===== src/verilog/cmor_pkg.sv =====
package cmor_pkg;

    // ****************************************
    // Register map
    // ****************************************
    localparam logic [8:0] MODE_ADDR    = 9'h000;
    localparam logic [8:0] INDEP_ADDR   = 9'h001;
    localparam logic [8:0] RATE_ADDR    = 9'h002;
    localparam logic [8:0] CALSTAT_ADDR = 9'h0C0;
    localparam logic [8:0] PLLSTAT_ADDR = 9'h0C1;
    localparam logic [8:0] IDLO_ADDR    = 9'h15C;
    localparam logic [8:0] IDHI_ADDR    = 9'h15D;

    localparam logic [7:0] MODE_RST  = 8'h24;
    localparam logic [7:0] INDEP_RST = 8'h0F;
    localparam logic [7:0] RATE_RST  = 8'h00;

    // ****************************************
    // Field positions
    // ****************************************
    localparam int MODE_SHUTDOWN_BIT = 0;
    localparam int MODE_LSBFIRST_BIT = 1;
    localparam int MODE_SOFTRSTN_BIT = 2;
    localparam int MODE_STANDBY_BIT  = 3;
    localparam int INDEP_EN_BIT      = 7;
    localparam int CALSTAT_BIT       = 7;
    localparam int PLL_CAL_BIT       = 5;
    localparam int PLL_LOWDRIFT_BIT  = 2;
    localparam int PLL_HIGHDRIFT_BIT = 1;

    // ****************************************
    // Rate codes
    // ****************************************
    localparam logic [3:0] RATE_FULL     = 4'h0;
    localparam logic [3:0] RATE_MAXDIV   = 4'h9;
    localparam logic [3:0] DATA_ZERO_MIN = 4'hD;
    localparam logic [3:0] CLK_FULL      = 4'hF;

    // ****************************************
    // Serial frame
    // ****************************************
    localparam logic [4:0] HDR_LAST_BIT  = 5'h0F;
    localparam logic [4:0] DATA_FIRST    = 5'h10;
    localparam logic [4:0] FRAME_LAST    = 5'h17;
    localparam logic [4:0] FRAME_BITS    = 5'h18;
    localparam int         HDR_RW_BIT    = 15;
    localparam logic [2:0] SYNC_RST      = 3'h0;
    localparam logic [2:0] CS_SYNC_RST   = 3'h7;

    typedef enum logic [3:0] {
        PWR_ACTIVE   = 4'b0001,
        PWR_STANDBY  = 4'b0010,
        PWR_SOFTRST  = 4'b0100,
        PWR_SHUTDOWN = 4'b1000
    } cmor_pwr_t;

    // Tick when the low 'code' bits of the free counter are all ones
    function automatic logic ratePulse(input logic [8:0] cnt, input logic [3:0] code);
        logic [8:0] mask;
        mask = (9'h001 << code) - 9'h001;
        return (cnt & mask) == mask;
    endfunction

endpackage


===== src/verilog/cmor_reg_if.sv =====
`timescale 1ns/1ns
interface cmor_reg_if;
    logic       wrStb;
    logic [8:0] addr;
    logic [7:0] wrData;
    logic [7:0] rdData;
    logic       lsbFirst;

    modport spi (output wrStb, output addr, output wrData, input rdData, input lsbFirst);
    modport regs(input wrStb, input addr, input wrData, output rdData, output lsbFirst);
endinterface


===== src/verilog/cmor_regs.sv =====
`timescale 1ns/1ns
module cmor_regs
    import cmor_pkg::*;
#(
    parameter logic [15:0] DEVICE_ID = 16'h5A3C // Arbitrary value
) (
    input  logic        clk,
    input  logic        resetn,
    input  logic        spiSclk,
    input  logic        spiCsN,
    input  logic        spiSdi,
    output logic        spiSdo,
    output logic        spiSdoOe,
    input  logic [13:0] adcData,
    input  logic        pllEnable,
    input  logic        dllEnable,
    input  logic        adcCalDone,
    input  logic        pllCalDone,
    input  logic        synthOscillatorLowDrift,
    input  logic        synthOscillatorHighDrift,
    output logic        refPowerEn,
    output logic        clockPowerEn,
    output logic        analogPowerEn,
    output logic        clockDistEn,
    output logic        calRegsInit,
    output logic        calStart,
    output logic        pllCalStart,
    output logic        dllResetPulse,
    output logic [13:0] dataOut,
    output logic        dataOutValid,
    output logic        outputClockPinsP,
    output logic        outputClockPinsN,
    output logic        outClkFullRate
);

    // ****************************************
    // Serial access
    // ****************************************
    cmor_reg_if regIf();

    cmor_spi_slave u_spi (
        .clk    (clk),
        .resetn (resetn),
        .sclkPin(spiSclk),
        .csPinN (spiCsN),
        .sdiPin (spiSdi),
        .sdo    (spiSdo),
        .sdoOe  (spiSdoOe),
        .regIf  (regIf)
    );

    // ****************************************
    // User registers
    // ****************************************
    logic [7:0] mode_r;
    logic [7:0] indep_r;
    logic [7:0] rate_r;
    logic [3:0] wrLow;

    assign wrLow = regIf.wrData[3:0];

    // User registers only see the bus reset, never the soft restart
    always_ff @(posedge clk) begin
        if (!resetn) begin
            mode_r  <= MODE_RST;
            indep_r <= INDEP_RST;
            rate_r  <= RATE_RST;
        end else if (regIf.wrStb) begin
            case (regIf.addr)
                MODE_ADDR: begin
                    mode_r <= {wrLow[0], wrLow[1], wrLow[2], wrLow[3], wrLow};
                end
                INDEP_ADDR: begin
                    indep_r <= regIf.wrData;
                end
                RATE_ADDR: begin
                    rate_r <= regIf.wrData;
                end
                default: begin
                end
            endcase
        end
    end

    // Lower nibble alone steers the device
    logic shutdownReq;
    logic softRstN;
    logic standbyReq;

    assign shutdownReq    = mode_r[MODE_SHUTDOWN_BIT];
    assign softRstN       = mode_r[MODE_SOFTRSTN_BIT];
    assign standbyReq     = mode_r[MODE_STANDBY_BIT];
    assign regIf.lsbFirst = mode_r[MODE_LSBFIRST_BIT];

    // ****************************************
    // Power state
    // ****************************************
    cmor_pwr_t pwr_r;
    cmor_pwr_t pwr_nxt;

    // Shutdown outranks soft restart, which outranks standby
    always_comb begin
        if (shutdownReq)     pwr_nxt = PWR_SHUTDOWN;
        else if (!softRstN)  pwr_nxt = PWR_SOFTRST;
        else if (standbyReq) pwr_nxt = PWR_STANDBY;
        else                 pwr_nxt = PWR_ACTIVE;
    end

    always_ff @(posedge clk) begin
        if (!resetn) pwr_r <= PWR_ACTIVE;
        else         pwr_r <= pwr_nxt;
    end

    always_ff @(posedge clk) begin
        if (!resetn) begin
            refPowerEn    <= 1'b1;
            clockPowerEn  <= 1'b1;
            analogPowerEn <= 1'b1;
            clockDistEn   <= 1'b1;
            calRegsInit   <= 1'b0;
        end else begin
            case (pwr_r)
                PWR_SHUTDOWN: begin
                    refPowerEn    <= 1'b0;
                    clockPowerEn  <= 1'b0;
                    analogPowerEn <= 1'b0;
                    clockDistEn   <= 1'b0;
                    calRegsInit   <= !softRstN;
                end
                PWR_SOFTRST: begin
                    refPowerEn    <= 1'b1;
                    clockPowerEn  <= 1'b1;
                    analogPowerEn <= 1'b1;
                    clockDistEn   <= 1'b0;
                    calRegsInit   <= 1'b1;
                end
                PWR_STANDBY: begin
                    refPowerEn    <= 1'b1;
                    clockPowerEn  <= 1'b1;
                    analogPowerEn <= 1'b0;
                    clockDistEn   <= 1'b1;
                    calRegsInit   <= 1'b0;
                end
                default: begin
                    refPowerEn    <= 1'b1;
                    clockPowerEn  <= 1'b1;
                    analogPowerEn <= 1'b1;
                    clockDistEn   <= 1'b1;
                    calRegsInit   <= 1'b0;
                end
            endcase
        end
    end

    // ****************************************
    // Calibration on restart release
    // ****************************************
    logic softRstNPrev_r;
    logic restartRelease;

    assign restartRelease = softRstN && !softRstNPrev_r;

    always_ff @(posedge clk) begin
        if (!resetn) begin
            softRstNPrev_r <= 1'b1;
            calStart       <= 1'b0;
            pllCalStart    <= 1'b0;
            dllResetPulse  <= 1'b0;
        end else begin
            softRstNPrev_r <= softRstN;
            calStart       <= restartRelease;
            pllCalStart    <= restartRelease && pllEnable;
            dllResetPulse  <= restartRelease && dllEnable;
        end
    end

    // Done events win over the clear held by soft restart
    logic adcCalStat_r;
    logic pllCalStat_r;
    logic lowDrift_r;
    logic highDrift_r;

    always_ff @(posedge clk) begin
        if (!resetn) begin
            adcCalStat_r <= 1'b0;
            pllCalStat_r <= 1'b0;
            lowDrift_r   <= 1'b0;
            highDrift_r  <= 1'b0;
        end else begin
            if (adcCalDone)                     adcCalStat_r <= 1'b1;
            else if (calRegsInit || calStart)   adcCalStat_r <= 1'b0;
            if (pllCalDone)                     pllCalStat_r <= 1'b1;
            else if (calRegsInit || pllCalStart) pllCalStat_r <= 1'b0;
            lowDrift_r  <= synthOscillatorLowDrift;
            highDrift_r <= synthOscillatorHighDrift;
        end
    end

    // ****************************************
    // Read mux
    // ****************************************
    always_comb begin
        regIf.rdData = 8'h00;
        case (regIf.addr)
            MODE_ADDR:    regIf.rdData = mode_r;
            INDEP_ADDR:   regIf.rdData = indep_r;
            RATE_ADDR:    regIf.rdData = rate_r;
            CALSTAT_ADDR: regIf.rdData[CALSTAT_BIT] = adcCalStat_r;
            PLLSTAT_ADDR: begin
                regIf.rdData[PLL_CAL_BIT]       = pllCalStat_r;
                regIf.rdData[PLL_LOWDRIFT_BIT]  = lowDrift_r;
                regIf.rdData[PLL_HIGHDRIFT_BIT] = highDrift_r;
            end
            IDLO_ADDR:    regIf.rdData = DEVICE_ID[7:0];
            IDHI_ADDR:    regIf.rdData = DEVICE_ID[15:8];
            default:      regIf.rdData = 8'h00;
        endcase
    end

    // ****************************************
    // Output rate dividers
    // ****************************************
    logic [3:0] dataCode;
    logic [3:0] clkCode;
    logic [8:0] rateCnt_r;
    logic       running;
    logic       dataZero;
    logic       clkDivided;

    assign dataCode = rate_r[7:4];
    assign running  = (pwr_r == PWR_ACTIVE);

    // Without independence the clock follows the data divider
    always_comb begin
        if (indep_r[INDEP_EN_BIT])                         clkCode = rate_r[3:0];
        else if (dataCode == RATE_FULL)                    clkCode = CLK_FULL;
        else if (dataCode <= RATE_MAXDIV)                  clkCode = dataCode;
        else if (dataCode >= DATA_ZERO_MIN)                clkCode = CLK_FULL;
        else                                               clkCode = RATE_FULL;
    end

    // Test codes are undefined, so they are zeroed like the zero codes
    assign dataZero   = dataCode > RATE_MAXDIV;
    assign clkDivided = clkCode != RATE_FULL && clkCode <= RATE_MAXDIV;

    // Counter halts with the clocks so dividers restart in phase
    always_ff @(posedge clk) begin
        if (!resetn || !running) rateCnt_r <= 9'h000;
        else                     rateCnt_r <= rateCnt_r + 9'h001;
    end

    always_ff @(posedge clk) begin
        if (!resetn || !running) begin
            dataOut      <= 14'h0000;
            dataOutValid <= 1'b0;
        end else begin
            dataOutValid <= ratePulse(rateCnt_r, dataCode);
            if (ratePulse(rateCnt_r, dataCode)) begin
                dataOut <= dataZero ? 14'h0000 : adcData;
            end
        end
    end

    always_ff @(posedge clk) begin
        if (!resetn || !running || !clkDivided) begin
            outputClockPinsP <= 1'b0;
            outputClockPinsN <= 1'b1;
        end else if (ratePulse(rateCnt_r, clkCode - 4'h1)) begin
            outputClockPinsP <= !outputClockPinsP;
            outputClockPinsN <= outputClockPinsP;
        end
    end

    always_ff @(posedge clk) begin
        if (!resetn) outClkFullRate <= 1'b0;
        else         outClkFullRate <= running && clkCode == CLK_FULL;
    end

endmodule // cmor_regs


===== src/verilog/cmor_spi_slave.sv =====
`timescale 1ns/1ns
module cmor_spi_slave
    import cmor_pkg::*;
(
    input  logic clk,
    input  logic resetn,
    input  logic sclkPin,
    input  logic csPinN,
    input  logic sdiPin,
    output logic sdo,
    output logic sdoOe,
    cmor_reg_if.spi regIf
);

    // ****************************************
    // Pin synchronisers
    // ****************************************
    logic [2:0]  sclkSync_r;
    logic [2:0]  csSync_r;
    logic [2:0]  sdiSync_r;
    logic        sclkLvl_r;
    logic        csLvlN_r;
    logic        sdiLvl_r;
    logic        sclkRise;
    logic        sclkFall;
    logic [4:0]  bitCnt_r;
    logic [15:0] hdr_r;
    logic [7:0]  dat_r;
    logic [7:0]  datNxt;
    logic [7:0]  tx_r;
    logic        loadTx_r;
    logic        wrStb_r;
    logic [7:0]  wrData_r;

    always_ff @(posedge clk) begin
        if (!resetn) begin
            sclkSync_r <= SYNC_RST;
            csSync_r   <= CS_SYNC_RST;
            sdiSync_r  <= SYNC_RST;
        end else begin
            sclkSync_r <= {sclkSync_r[1:0], sclkPin};
            csSync_r   <= {csSync_r[1:0], csPinN};
            sdiSync_r  <= {sdiSync_r[1:0], sdiPin};
        end
    end

    // A change counts once stages two and three agree
    always_ff @(posedge clk) begin
        if (!resetn) begin
            sclkLvl_r <= 1'b0;
            csLvlN_r  <= 1'b1;
            sdiLvl_r  <= 1'b0;
        end else begin
            if (sclkSync_r[1] == sclkSync_r[2]) sclkLvl_r <= sclkSync_r[2];
            if (csSync_r[1] == csSync_r[2])     csLvlN_r  <= csSync_r[2];
            if (sdiSync_r[1] == sdiSync_r[2])   sdiLvl_r  <= sdiSync_r[2];
        end
    end

    assign sclkRise = (sclkSync_r[1] == sclkSync_r[2]) && sclkSync_r[2] && !sclkLvl_r && !csLvlN_r;
    assign sclkFall = (sclkSync_r[1] == sclkSync_r[2]) && !sclkSync_r[2] && sclkLvl_r && !csLvlN_r;

    // ****************************************
    // Frame shifter
    // ****************************************
    assign datNxt = regIf.lsbFirst ? {sdiLvl_r, dat_r[7:1]} : {dat_r[6:0], sdiLvl_r};

    always_ff @(posedge clk) begin
        if (!resetn || csLvlN_r) begin
            bitCnt_r <= 5'h00;
        end else if (sclkRise && bitCnt_r != FRAME_BITS) begin
            bitCnt_r <= bitCnt_r + 5'h01;
        end
    end

    always_ff @(posedge clk) begin
        if (!resetn) begin
            hdr_r <= 16'h0000;
            dat_r <= 8'h00;
        end else if (sclkRise && bitCnt_r <= HDR_LAST_BIT) begin
            hdr_r <= regIf.lsbFirst ? {sdiLvl_r, hdr_r[15:1]} : {hdr_r[14:0], sdiLvl_r};
        end else if (sclkRise && bitCnt_r <= FRAME_LAST) begin
            dat_r <= datNxt;
        end
    end

    always_ff @(posedge clk) begin
        if (!resetn) begin
            wrStb_r  <= 1'b0;
            wrData_r <= 8'h00;
        end else begin
            wrStb_r <= sclkRise && bitCnt_r == FRAME_LAST && !hdr_r[HDR_RW_BIT];
            if (sclkRise && bitCnt_r == FRAME_LAST) wrData_r <= datNxt;
        end
    end

    // Read data is captured one cycle after the header completes
    always_ff @(posedge clk) begin
        if (!resetn) begin
            loadTx_r <= 1'b0;
            tx_r     <= 8'h00;
        end else begin
            loadTx_r <= sclkRise && bitCnt_r == HDR_LAST_BIT;
            if (loadTx_r) tx_r <= regIf.rdData;
        end
    end

    always_ff @(posedge clk) begin
        if (!resetn || csLvlN_r) begin
            sdo   <= 1'b0;
            sdoOe <= 1'b0;
        end else if (sclkFall && hdr_r[HDR_RW_BIT] && bitCnt_r >= DATA_FIRST && bitCnt_r <= FRAME_LAST) begin
            sdoOe <= 1'b1;
            sdo   <= regIf.lsbFirst ? tx_r[bitCnt_r[2:0]] : tx_r[3'h7 - bitCnt_r[2:0]];
        end
    end

    assign regIf.wrStb  = wrStb_r;
    assign regIf.wrData = wrData_r;
    assign regIf.addr   = hdr_r[8:0];

endmodule // cmor_spi_slave

===== config.mk =====
export PLATFORM = sky130hd
export DESIGN_NAME = cmor_regs
export DESIGN_NICKNAME = d
export VERILOG_FILES = /design/src/verilog/cmor_pkg.sv /design/src/verilog/cmor_reg_if.sv /design/src/verilog/cmor_regs.sv /design/src/verilog/cmor_spi_slave.sv
export SDC_FILE = /design/constraint.sdc
export NUM_CORES = 1
export LEC_CHECK = 0
export BUFFER_PORTS_ARGS = -buffer_cell sky130_fd_sc_hd__buf_2
export CAP_MARGIN = 20
export CORE_AREA = 5 5 112 114
export DETAILED_ROUTE_END_ITERATION = 10
export DIE_AREA = 0 0 117 119
export PLACE_DENSITY_LB_ADDON = 0.3
export SYNTH_ARGS = -nofsm -noshare
export SYNTH_HDL_FRONTEND = slang
export SYNTH_HIERARCHICAL = 1
export SYNTH_SLANG_ARGS = --single-unit

===== constraint.sdc =====
create_clock -name clk -period 2.5 [get_ports clk]
set_input_delay 0 -clock clk [delete_from_list [all_inputs] [get_ports clk]]
set_output_delay 0 -clock clk [all_outputs]
set_load 0.01 [all_outputs]

Word-level counts from Yosys, hierarchy flattened
Cells that the tools add are included.
Cells by class
  add/subtract/negate cells: 6
  magnitude comparators: 9
  equal/unequal tests: 19
  shift operators: 2
  muxes and demuxes: 29
  bitwise logic cells: 5
  reductions and logical operators: 49
Operators with widths (number)
  $logic_and 1x1->1: 20
  $mux 4: 5
  $and 9x9->9: 2
  $eq 9x8->1 const B: 2
  $eq 9x9->1: 2
  $eq 9x9->1 const B: 2
  $shl 1x4->9 const A: 2
  $sub 9x1->9 const B: 2
  $mux 16: 1
  $mux 14: 1
  $pmux 2 s6: 1
  $logic_not 1->1: 10
  $mux 1: 10
  $add 9x1->9 const B: 1
  $eq 9x1->1 const B: 1
  $eq 9x2->1 const B: 1
  $logic_not 9->1: 1
  $eq 4x4->1 const B: 2
  $le 4x4->1 const B: 2
  $lt 3x4->1 const B: 2
  $mux 8: 1
  $pmux 1 s4: 2
  $pmux 2 s4: 1
  $reduce_and 2->1: 4
  28 further kinds: 41
Storage, ports and cells
  bits in registers: 128
  logic and storage cells: 158

Logic depth before layout (Yosys ltp)
Gate-level depths: netlist of the first run.
  depth in word-level cells: 10
  mapped depth: 14

Hierarchy
Netlist of the first run, hierarchy kept.
Modules (own cells, without submodules)
  cmor_regs: times used 1, cells an instance 356, area each 3150.5 µm², sequential area each 1261.2 µm²
  cmor_spi_slave: times used 1, cells an instance 280, area each 2892.8 µm², sequential area each 1221.2 µm²

Worst setup path before layout of the first run
Ideal clock, no wire load.
  kind: register to register
  start point: register rate_r[5]
  end point: register dataOut[10]
  library setup time: 0.117 ns
  data arrival time: 2.513 ns
  path slack: -0.130 ns
  cell stages (with the launch flop): 15
  buffers on the path: 4
  path through: dfxtp_1 -> buf_6 -> buf_2 -> nor2_1 -> nand2_1 -> ha_1 -> clkbuf_1 -> nor2_1 -> mux2_2 -> a32oi_1 -> o22ai_1 -> a2111o_1 -> nor2b_4 -> buf_6 -> a22o_1
On the way
  cells in the longest elaborated chain, start to end: 4
  elaborated cells between the ends (all ways): 6
  classes of those cells: add/sub (1); order compare (1); eq/ne (1); shift (1); mux (1); bitwise (1)
RTL lines
  start: declaration: RTL line cmor_regs.sv:57  | logic [7:0] rate_r;
  start signal: assignment: RTL line cmor_regs.sv:77  | rate_r <= regIf.wrData;
  $shl 1x4->9: RTL line cmor_pkg.sv:60  | mask = (9'h001 << code) - 9'h001;
  $sub 9x1->9: RTL line cmor_pkg.sv:60
  $and 9x9->9: RTL line cmor_pkg.sv:61  | return (cnt & mask) == mask;
  $eq 9x9->1: RTL line cmor_pkg.sv:61
  end signal: assignment: RTL line cmor_regs.sv:259  | dataOut <= dataZero ? 14'h0000 : adcData;
  end: declaration: RTL line cmor_regs.sv:29  | output logic [13:0] dataOut,
Several ways; a longest one is shown, not always the timed one.
A chain may end at the register's enable or synchronous reset.

Worst setup path in the final report of the first run
  start point: register rate_r[6]
  end point: register dataOut[3]
The elaborated chain is that of the path after synthesis.

==> results of run 1 <==
==> cells in the mapped netlist (3+ instances only) <==
library cell  instances
nand4b_1              5
ha_1                  8
nor4b_1               4
or3_1                 4
nor3b_1               4
o211a_1              17
buf_2                10
o21a_1                4
xor2_1                6
inv_1                12
dfxtp_1             124
nand2b_1              8
nand2_1              84
a22o_1               16
and2_1               14
nand4_1               5
a21boi_0             16
clkbuf_1             14
and3_1                8
buf_4                13
xnor2_1               7
nor2b_1              27
nor2_1               40
nor4_1                5
o21ai_0               9
mux2_4                3
nand3_1              28
mux2_2               10
mux2i_1              45
buf_6                 8
a21oi_1              13
a22oi_1               6
a221o_1               3
==> layout make-up <==
cell class | count | area, µm²
clock buffer | 22 | 474.2
inverter | 12 | 45.04
timing repair buffer | 129 | 932.1
multi-input combinational | 453 | 3333
fill | 856 | 3817
sequential | 124 | 2495
clock inverter | 8 | 45.04
tap | 143 | 178.9
==> state kept, by name, indices dropped and copies added, names as in the netlist, 3 cells and up <==
register            cells
dataOut                14
indep_r                 8
mode_r                  4
pwr_r                   4
rateCnt_r               9
rate_r                  8
u_spi/bitCnt_r          5
u_spi/csSync_r          3
u_spi/dat_r             8
u_spi/hdr_r            16
u_spi/regIf.wrData      8
u_spi/sclkSync_r        3
u_spi/sdiSync_r         3
u_spi/tx_r              8
==> power groups by stage <==
stage	combinational, mW	sequential [mW]	clock, mW
finish	0.151	2.02	2.14
global route	0.165	2.03	2.28
CTS	0.149	2.03	2.18
detailed placement	0.117	2.07	0
global placement	0.113	2.07	0
floorplan	0.0601	2.07	0
==> cells by family (layout without fill, tap and decap cells) <==
| logic type | after synthesis | in the layout | synth area share [%] |
|---|---|---|---|
| xor gates and xnor gates | 13 | 13 | 1.884 |
| and+or+nand+nor | 254 | 255 | 22.42 |
| AOI/OAI and AO/OA | 117 | 117 | 16.38 |
| buffers and inverters | 60 | 171 | 5.776 |
| DFF | 124 | 124 | 41.08 |
| adders and majority gates | 8 | 8 | 1.656 |
| muxes | 60 | 60 | 10.81 |
==> routing by layer <==
layer	global-route usage, %	part of all wire, %	vias to the layer above
met5	0	0	-
li1	-	-	2458
met4	7.384	2.0	0
met1	26.87	45	2356
met3	4.970	4.3	26
met2	32.54	48	123
==> metrics by stage <==
| stage | total power [mW] | utilization, % | hold slack [ns] | instance area, µm² | setup TNS (ns) |
|---|---|---|---|---|---|
| 6_report | 4.312 | 66.28 | 0.3040 | 7503 | -0.3458 |
| 5_1_grt | 4.471 | 66.28 | 0.3307 | 7503 | -1.449 |
| 4_1_cts | 4.350 | 65.13 | 0.2904 | 7373 | -0.001017 |
| 3_5_place_dp | 2.185 | 57.60 | 0.1858 | 6521 | -1.328 |
| 3_3_place_gp | 2.180 | 57.60 | 0.1783 | 6521 | -0.02090 |
| 2_1_floorplan | 2.130 | - | 0.1015 | 6063 | -0.002115 |
==> worst max-delay path: stages, from the launching register on <==
cell and delay, ns:
dfxtp_4 0.37, buf_8 0.14, nor2_4 0.14, nand2_2 0.09, ha_4 0.19, mux2_2 0.26, a32oi_1 0.20, o22ai_1 0.11
a2111o_1 0.50, nor2b_4 0.20, a22o_1 0.25
==> worst max-delay path by stage <==
stage,cells past startpoint,endpoint,startpoint
after floorplan,11,outputClockPinsN,rate_r[4]
after detailed placement,9,outputClockPinsN,rate_r[4]
after CTS,10,outputClockPinsN,rate_r[5]
final,10,dataOut[3],rate_r[6]
after global routing,10,outputClockPinsN,rate_r[5]
after global placement,10,outputClockPinsN,rate_r[4]
==> repair_timing <==
item | in CTS | in global routing
hold endpoints to repair | 26 | 0
endpoints found under the setup margin | 16 | 16
pin swaps | 4 | 21
hold buffers | 26 | 0
resized for setup | 15 | 17
buffers inserted | 1 | 7
cloned | 0 | 1
==> results.json, run 1 <==
{
  "status": "finished with violations",
  "violations": "negative setup slack",
  "place_hpwl_mm": 9.212,
  "maxSlewViolCount": 0,
  "syn_to_final_growth_pct": 24.16,
  "yosysTopAreaCell": "dfxtp_1",
  "synthCells": 636,
  "postRouteAntennaNets": 0,
  "endpoint_kind": "flop",
  "hold_viol": 0,
  "hp-start": "spiCsN",
  "combPwrFrac_pct": 3.5,
  "die_h_um": 119,
  "switching_share_pct": 20.97,
  "final_cell_mix": "dfxtp_1 (120), nand2_1 (82), buf_2 (52)",
  "n_antenna_cell": 0,
  "synth_cell_types": 78,
  "slew_headroom_pct": 51.71,
  "die_x_um": 117,
  "yosys_register_bits": 124,
  "vias": 4963,
  "core_area_um2": 11320,
  "num_io_pins": 53,
  "vdd_drop_max_uv": 516.4,
  "path_class": "flop to flop",
  "min_to": "u_spi/csSync_r[0]",
  "track_usage_pct": 20.44,
  "seq_power_share_pct": 46.9,
  "finalSetupViolCount": 15,
  "clkLatencyLatePin_ns": 0.41,
  "cp-start-kind": "flop",
  "critical_path.max_fanout": 8,
  "drive_above_1_share_pct": 24.87,
  "worst_slew_pin_slew_ns": 0.7143,
  "clkSlewWorstSetupHoldPaths_ns": 0.05,
  "dpl_worst_slack_ns": -0.1641,
  "syn_area_per_cell_um2": 9.502,
  "viasPerCell": 5.570,
  "setup_ws_ns": -0.05258,
  "p_int_mw": 3.407,
  "detail_route.iter0.violations": 300,
  "grt-ovfl-total": 0,
  "fmax_mhz": 391.8,
  "antenna_found_initial": 0,
  "drtPass1Iterations": 5,
  "placedCellCount": 826,
  "clock_tree.buffer_depth": 2,
  "ys.flop_type": "dfxtp_1",
  "min_period_over_period_pct": 102.1,
  "arrival_ns": 2.85,
  "r2r_setup_slack_ns": -0.05,
  "cts_max_level": 4,
  "fin_cells": 891,
  "worstReg2RegEnd": "dataOut[3]",
  "routedWlPerCell_um": 15.56,
  "yosysWarnings": 6,
  "die-area_um2": 13920,
  "syn_area_um2": 6043,
  "rows": 39,
  "cts-buffers-inserted": 17,
  "final.min_clock_period_ns": 2.553,
  "cts_tree": "done",
  "fin_skew_ns": 0.005572,
  "initial_core_util_pct": 53.38,
  "yosysSeqAreaShare_pct": 41.08,
  "cp.required_ns": 2.80,
  "reg2reg_depth": 10,
  "clkSinkCount": 124,
  "place_congestion": 0.8634,
  "rr_startpoint": "rate_r[6]",
  "grt_pass1_wl_mm": 22.96,
  "nets": 770,
  "power.leakage_nw": 3.155,
  "drc": 0,
  "grt_start_max_net_pins": 60,
  "synth-async-reset-ratio_pct": 0,
  "grt_pass1_vias": 4801,
  "io_buffers": 52,
  "synth_top_area_share_pct": 41.08,
  "rsz0062_at_grt": "true",
  "min_path_cells": 3,
  "powerDensity_nw_per_um2": 574.6,
  "clkPwrFrac_pct": 49.5,
  "synth_edf_count": 0,
  "switching_power_mw": 0.9043,
  "clk_root_buffer_cell": "clkbuf_16",
  "min_path_type": "input port to flop",
  "drt_wl_total_mm": 13.86,
  "max_cap_viol_count": 0,
  "layout_commonest_cell": "dfxtp_1",
  "syn-num-nets": 669,
  "synth_area_leaders": "dfxtp_1 (41%), mux2i_1 (7.5%), nand2_1 (5.2%)"
}
Power figures use the tool's default switching activity.
==> run 2, diff against run 1 <==
- CORE_AREA: 5 5 112 114 -> 5 5 111 113
- DIE_AREA: 0 0 117 119 -> 0 0 116 118
- GPL_ROUTABILITY_DRIVEN: unset -> 0
- clock period: 2.5 -> 2.84 ns (I/O delays scaled with it)
==> run 2 against run 1 <==
Compared with the run above: the flow now finishes without violations; critical path depth increased by 1; combinational power is 15% lower; core utilization shrank 1.8 points; sequential share of layout area up 1.1 points; die area down 1.7%; first-iteration DRC count decreased by 1.0%; worst setup slack better by 0.18 ns; sequential power decreased by 12%; final cell count shrank 3.6%; hold slack got worse by 0.0053 ns; flip-flop and latch count is the same; critical endpoint is now outputClockPinsN; largest power group unchanged; highest routed layer unchanged.
==> results.json, run 2 (synthesized netlist as in run 1, its figures left out) <==
{
  "status": "finished, final reports clean",
  "routedWlPerCell_um": 15.50,
  "cp-start-kind": "flop",
  "clkSinkCount": 124,
  "drive_above_1_share_pct": 19.97,
  "initial_core_util_pct": 53.85,
  "maxSlewViolCount": 0,
  "n_antenna_cell": 0,
  "grt_pass1_vias": 4734,
  "fmax_mhz": 369.2,
  "multiInputGateArea_um2": 3236,
  "vdd_drop_max_uv": 503.7,
  "fin_cells": 859,
  "track_usage_pct": 20.34,
  "largest-register": "u_spi/hdr_r",
  "final.min_clock_period_ns": 2.708,
  "finalSetupViolCount": 0,
  "die_x_um": 116,
  "slew_headroom_pct": 48.34,
  "grt_pass1_wl_mm": 22.61,
  "worst-path-buf-inv": 1,
  "worst_slew_pin_slew_ns": 0.7717,
  "worstSetupPathDepth": 11,
  "final_design_area_no_fill_um2": 7238,
  "die-area_um2": 13690,
  "cp.required_ns": 3.14,
  "largest_register_ffs": 16,
  "power_mw": 4.212,
  "placedCellCount": 801,
  "post_cts_buffers": 0,
  "antenna_found_initial": 0,
  "rows": 39,
  "seq_area_um2": 2487,
  "slowest_stage": "or3_1",
  "critical_path.max_fanout": 9,
  "top_regs": "u_spi/hdr_r: 16 flops, dataOut: 14 flops, rateCnt_r: 9 flops",
  "clkLatencyLatePin_ns": 0.41,
  "drt_wl_total_mm": 13.31,
  "cts_max_level": 4,
  "vias": 4834,
  "hold_viol": 0,
  "endpoint_kind": "flop",
  "reg2reg_depth": 11,
  "max_cap_viol_count": 0,
  "viasPerCell": 5.627,
  "cts-buffers-inserted": 17,
  "clkSlewWorstSetupHoldPaths_ns": 0.05,
  "core_area_um2": 11220,
  "cp_cell_sequence": "buf_4, or3_1, a31oi_2, nor2_1, nand3b_1, ha_2, nor4_1, o21ai_0, a21oi_1, and4bb_4, mux2_4",
  "grt_start_max_net_pins": 60,
  "min_period_over_period_pct": 95.36,
  "worstReg2RegEnd": "outputClockPinsN",
  "syn_to_final_growth_pct": 19.77,
  "path_delay_family": "simple AND/OR/NAND/NOR gates",
  "rr_startpoint": "rate_r[7]",
  "num_io_pins": 53,
  "die_h_um": 118,
  "clock_tree.buffer_depth": 2,
  "detail_route.iter0.violations": 297,
  "postRouteAntennaNets": 0,
  "place_hpwl_mm": 8.918,
  "drtPass1Iterations": 5,
  "slowest_delay_ns": 0.42,
  "fin_skew_ns": 0.006661,
  "final_cell_mix": "dfxtp_1 (120), nand2_1 (84), buf_2 (52)",
  "grt-ovfl-total": 0,
  "setup.worst_path.end": "outputClockPinsN",
  "cts_tree": "done",
  "holdWs_ns": 0.2988,
  "drc": 0,
  "arrival_ns": 3.01,
  "path_class": "flop to flop",
  "io_buffers": 52,
  "r2r_setup_slack_ns": 0.13,
  "clk_root_buffer_cell": "clkbuf_16",
  "power.leakage_nw": 3.000,
  "powerDensity_nw_per_um2": 581.8,
  "placed_area_um2": 6314,
  "crit_path_start": "rate_r[7]",
  "layout_commonest_cell": "dfxtp_1",
  "min_path_type": "input port to flop",
  "n_fill_cell": 903,
  "nets": 736
}
-- run 2: changes by cell type in the layout (fill, tap and decap cells not counted), moves of 3 or more --
cell / change
buf_6: -3
dfxtp_4: -3
dfxtp_2: +3
buf_4: -27
nor2_1: +3
bufinv_16: +4
-- run 2: power breakdown --
group,switching [mW],internal (mW)
registers,0.0179,1.77
clock network,0.765,1.53
logic,0.0568,0.0726
total,0.840,3.37
-- run 2: per-stage QoR --
step	TNS, ns	setup WS [ns]	util (%)
2_1_floorplan	0	0.2102	-
3_3_place_gp	0	0.1321	56.25
3_5_place_dp	0	0.08201	56.25
4_1_cts	0	0.03962	64.24
5_1_grt	-0.01226	-0.01226	64.49
6_report	0	0.1317	64.49
-- run 2: worst min-delay path: stages --
cell           delay, ns
dlygate4sd3_1       0.52
buf_2               0.09
nand2b_1            0.08
-- run 2: metal layers --
layer | share of wire, % | track usage [%]
met1 | 45 | 26.98
met4 | 2.4 | 7.904
met3 | 4.4 | 5.090
met2 | 48 | 31.58
met5 | 0 | 0
-- run 2: area by class of cell --
cell class | instances | area share [%]
flip-flops and latches | 124 | 34.36
clock inverters | 11 | 2.282
multi-input cells | 452 | 44.70
repair buffers | 96 | 9.058
inverters | 12 | 0.6223
clock buffers | 21 | 6.500
well taps | 143 | 2.472
-- run 2: repair_timing --
| item | in CTS | in global routing |
|---|---|---|
| endpoints found under the hold margin | 28 | 0 |
| resized for setup | 0 | 9 |
| endpoints found under the setup margin | 0 | 16 |
| hold buffers | 26 | 0 |
-- run 2: worst min path at each step --
stage,startpoint,endpoint,slack [ns],depth (start not counted)
global placement,spiCsN,u_spi/csSync_r[0],0.18,2
detailed placement,spiCsN,u_spi/csSync_r[0],0.19,2
global route,spiCsN,u_spi/csSync_r[0],0.32,3
CTS,spiCsN,u_spi/csSync_r[0],0.29,3
floorplan,spiCsN,u_spi/csSync_r[0],0.10,1
finish,spiCsN,u_spi/csSync_r[0],0.30,3
==> run 3, diff against run 2 <==
- SETUP_SLACK_MARGIN: unset -> 0.5
==> run 3 against run 2 <==
Compared with the run above: wire length rose by 12%; clock-buffer cell count up 2; sequential share of layout area is 1.4 points lower; largest cell class unchanged; highest routed layer unchanged.
==> results.json, run 3 (synthesized netlist as in run 1, its figures left out) <==
{
  "status": "finished, final reports clean",
  "worstReg2RegEnd": "outputClockPinsN",
  "n_fill_cell": 820,
  "grt_start_max_net_pins": 62,
  "grt-ovfl-total": 0,
  "switching_power_mw": 0.8173,
  "n_antenna_cell": 0,
  "holdWs_ns": 0.2966,
  "worst_slew_pin_slew_ns": 0.7389,
  "final.min_clock_period_ns": 2.646,
  "viasPerCell": 5.752,
  "largest_register_ffs": 16,
  "min_period_over_period_pct": 93.17,
  "nets": 764,
  "slowest_delay_ns": 0.38,
  "clkSinkCount": 124,
  "detail_route.iter0.violations": 322,
  "seq_power_share_pct": 43.6,
  "postRouteAntennaNets": 0,
  "drc": 0,
  "vdd_drop_max_uv": 462.8,
  "largest-register": "u_spi/hdr_r",
  "cp.required_ns": 3.15,
  "powerDensity_nw_per_um2": 540.5,
  "hold_viol": 0,
  "die_h_um": 118,
  "vias": 5096,
  "fin_cells": 886,
  "cts-buffers-inserted": 17,
  "min_path_type": "input port to flop",
  "fin_skew_ns": 0.005490,
  "num_io_pins": 53,
  "io_buffers": 52,
  "r2r_setup_slack_ns": 0.19,
  "slowest_stage": "dfxtp_4",
  "track_usage_pct": 22.58,
  "path_class": "flop to flop",
  "drt_wl_total_mm": 14.86,
  "power_mw": 4.089,
  "clkPwrFrac_pct": 53.1,
  "p_int_mw": 3.271,
  "arrival_ns": 2.95,
  "cp-start-kind": "flop",
  "dpl_worst_slack_ns": 0.03440,
  "maxSlewViolCount": 0,
  "cp_cell_sequence": "mux2_4, a221o_1, nor2_2, nand3b_1, ha_4, and2_4, o21ai_2, a21oi_1, and4bb_4, mux2_4",
  "clock_tree.buffer_depth": 2,
  "rsz0062_at_grt": "true",
  "critical_path.max_fanout": 6,
  "slew_headroom_pct": 50.53,
  "die-area_um2": 13690,
  "syn_to_final_growth_pct": 25.18,
  "power.leakage_nw": 3.159,
  "setup_tns_ns": 0,
  "crit_path_start": "rate_r[5]",
  "place_hpwl_mm": 8.962,
  "max_cap_viol_count": 0,
  "rr_startpoint": "rate_r[5]",
  "crit_top_cell": "mux2_4",
  "drtPass1Iterations": 5,
  "rows": 39,
  "initial_core_util_pct": 53.85,
  "setup.worst_path.end": "outputClockPinsN",
  "top_regs": "u_spi/hdr_r: 16 flops, dataOut: 14 flops, rateCnt_r: 9 flops",
  "combPwrFrac_pct": 3.3,
  "final_cell_mix": "dfxtp_1 (120), nand2_1 (82), buf_2 (52)",
  "layout_commonest_cell": "dfxtp_1",
  "clkLatencyLatePin_ns": 0.42,
  "fmax_mhz": 377.9,
  "antenna_found_initial": 0,
  "cts_tree": "done",
  "core_area_um2": 11220,
  "die_x_um": 116,
  "setup_ws_ns": 0.1939,
  "drive_above_1_share_pct": 25.44,
  "clkSlewWorstSetupHoldPaths_ns": 0.05,
  "cts_max_level": 4,
  "grt_pass1_wl_mm": 24.81,
  "clk_root_buffer_cell": "clkbuf_16",
  "finalSetupViolCount": 0,
  "switching_share_pct": 19.99,
  "endpoint_kind": "flop",
  "placedCellCount": 800,
  "routedWlPerCell_um": 16.77,
  "grt_pass1_vias": 5143,
  "reg2reg_depth": 10
}
## run 3: final cells by class
type	instances	area (µm²)	share of cell area (%)
clock inverter	8	115.1	1.522
tap	143	178.9	2.365
timing repair buffer	123	882.1	11.66
inverter	12	45.04	0.5954
sequential	124	2497	33.01
clock buffer	23	478.0	6.318
multi-input combinational	453	3368	44.53
## run 3: worst max-delay path, delay by kind of cell, from the launching register on
| family | cells | cell delay, ns |
|---|---|---|
| flip-flops | 1 | 0.38 |
| adder cells (fa/ha/maj) | 1 | 0.22 |
| multiplexers | 2 | 0.60 |
| AO/OA/AOI/OAI | 3 | 0.55 |
| AND/OR/NAND/NOR | 4 | 0.78 |
## run 3: worst min path at each step
stage               start                 to  slack, ns  cells past startpoint
2_1_floorplan      spiCsN  u_spi/csSync_r[0]       0.10                      1
3_3_place_gp       spiCsN  u_spi/csSync_r[0]       0.18                      2
3_5_place_dp       spiCsN  u_spi/csSync_r[0]       0.19                      2
4_1_cts            spiCsN  u_spi/csSync_r[0]       0.29                      3
5_1_grt        adcData[6]         dataOut[6]       0.33                      3
6_report           spiCsN  u_spi/csSync_r[0]       0.30                      3
## run 3: routing by layer
layer  track usage (%)  wire length (µm)
met5                 0                 0
met4             9.065               305
met3             6.118               849
met2             37.59              7460
met1             27.27              6240
## run 3: power by group through the flow
stage	Combinational, mW	Sequential (mW)	Clock (mW)
finish	0.135	1.78	2.17
global route	0.146	1.78	2.29
CTS	0.131	1.78	2.21
detailed placement	0.0997	1.82	0
global placement	0.0971	1.82	0
floorplan	0.0529	1.82	0
## run 3: metrics by stage
step,util [%],cell area (µm²)
global route,67.40,7565
CTS,66.86,7503
global placement,56.28,6316
detailed placement,56.28,6316
finish,67.40,7565
floorplan,-,6072
## run 3: repair_timing
item,CTS,global route
hold buffers,25,0
pin swaps,17,9
setup buffers,26,2
cloned,2,0
hold endpoints to repair,26,0
gates resized for setup,34,9
setup endpoints to repair,16,25
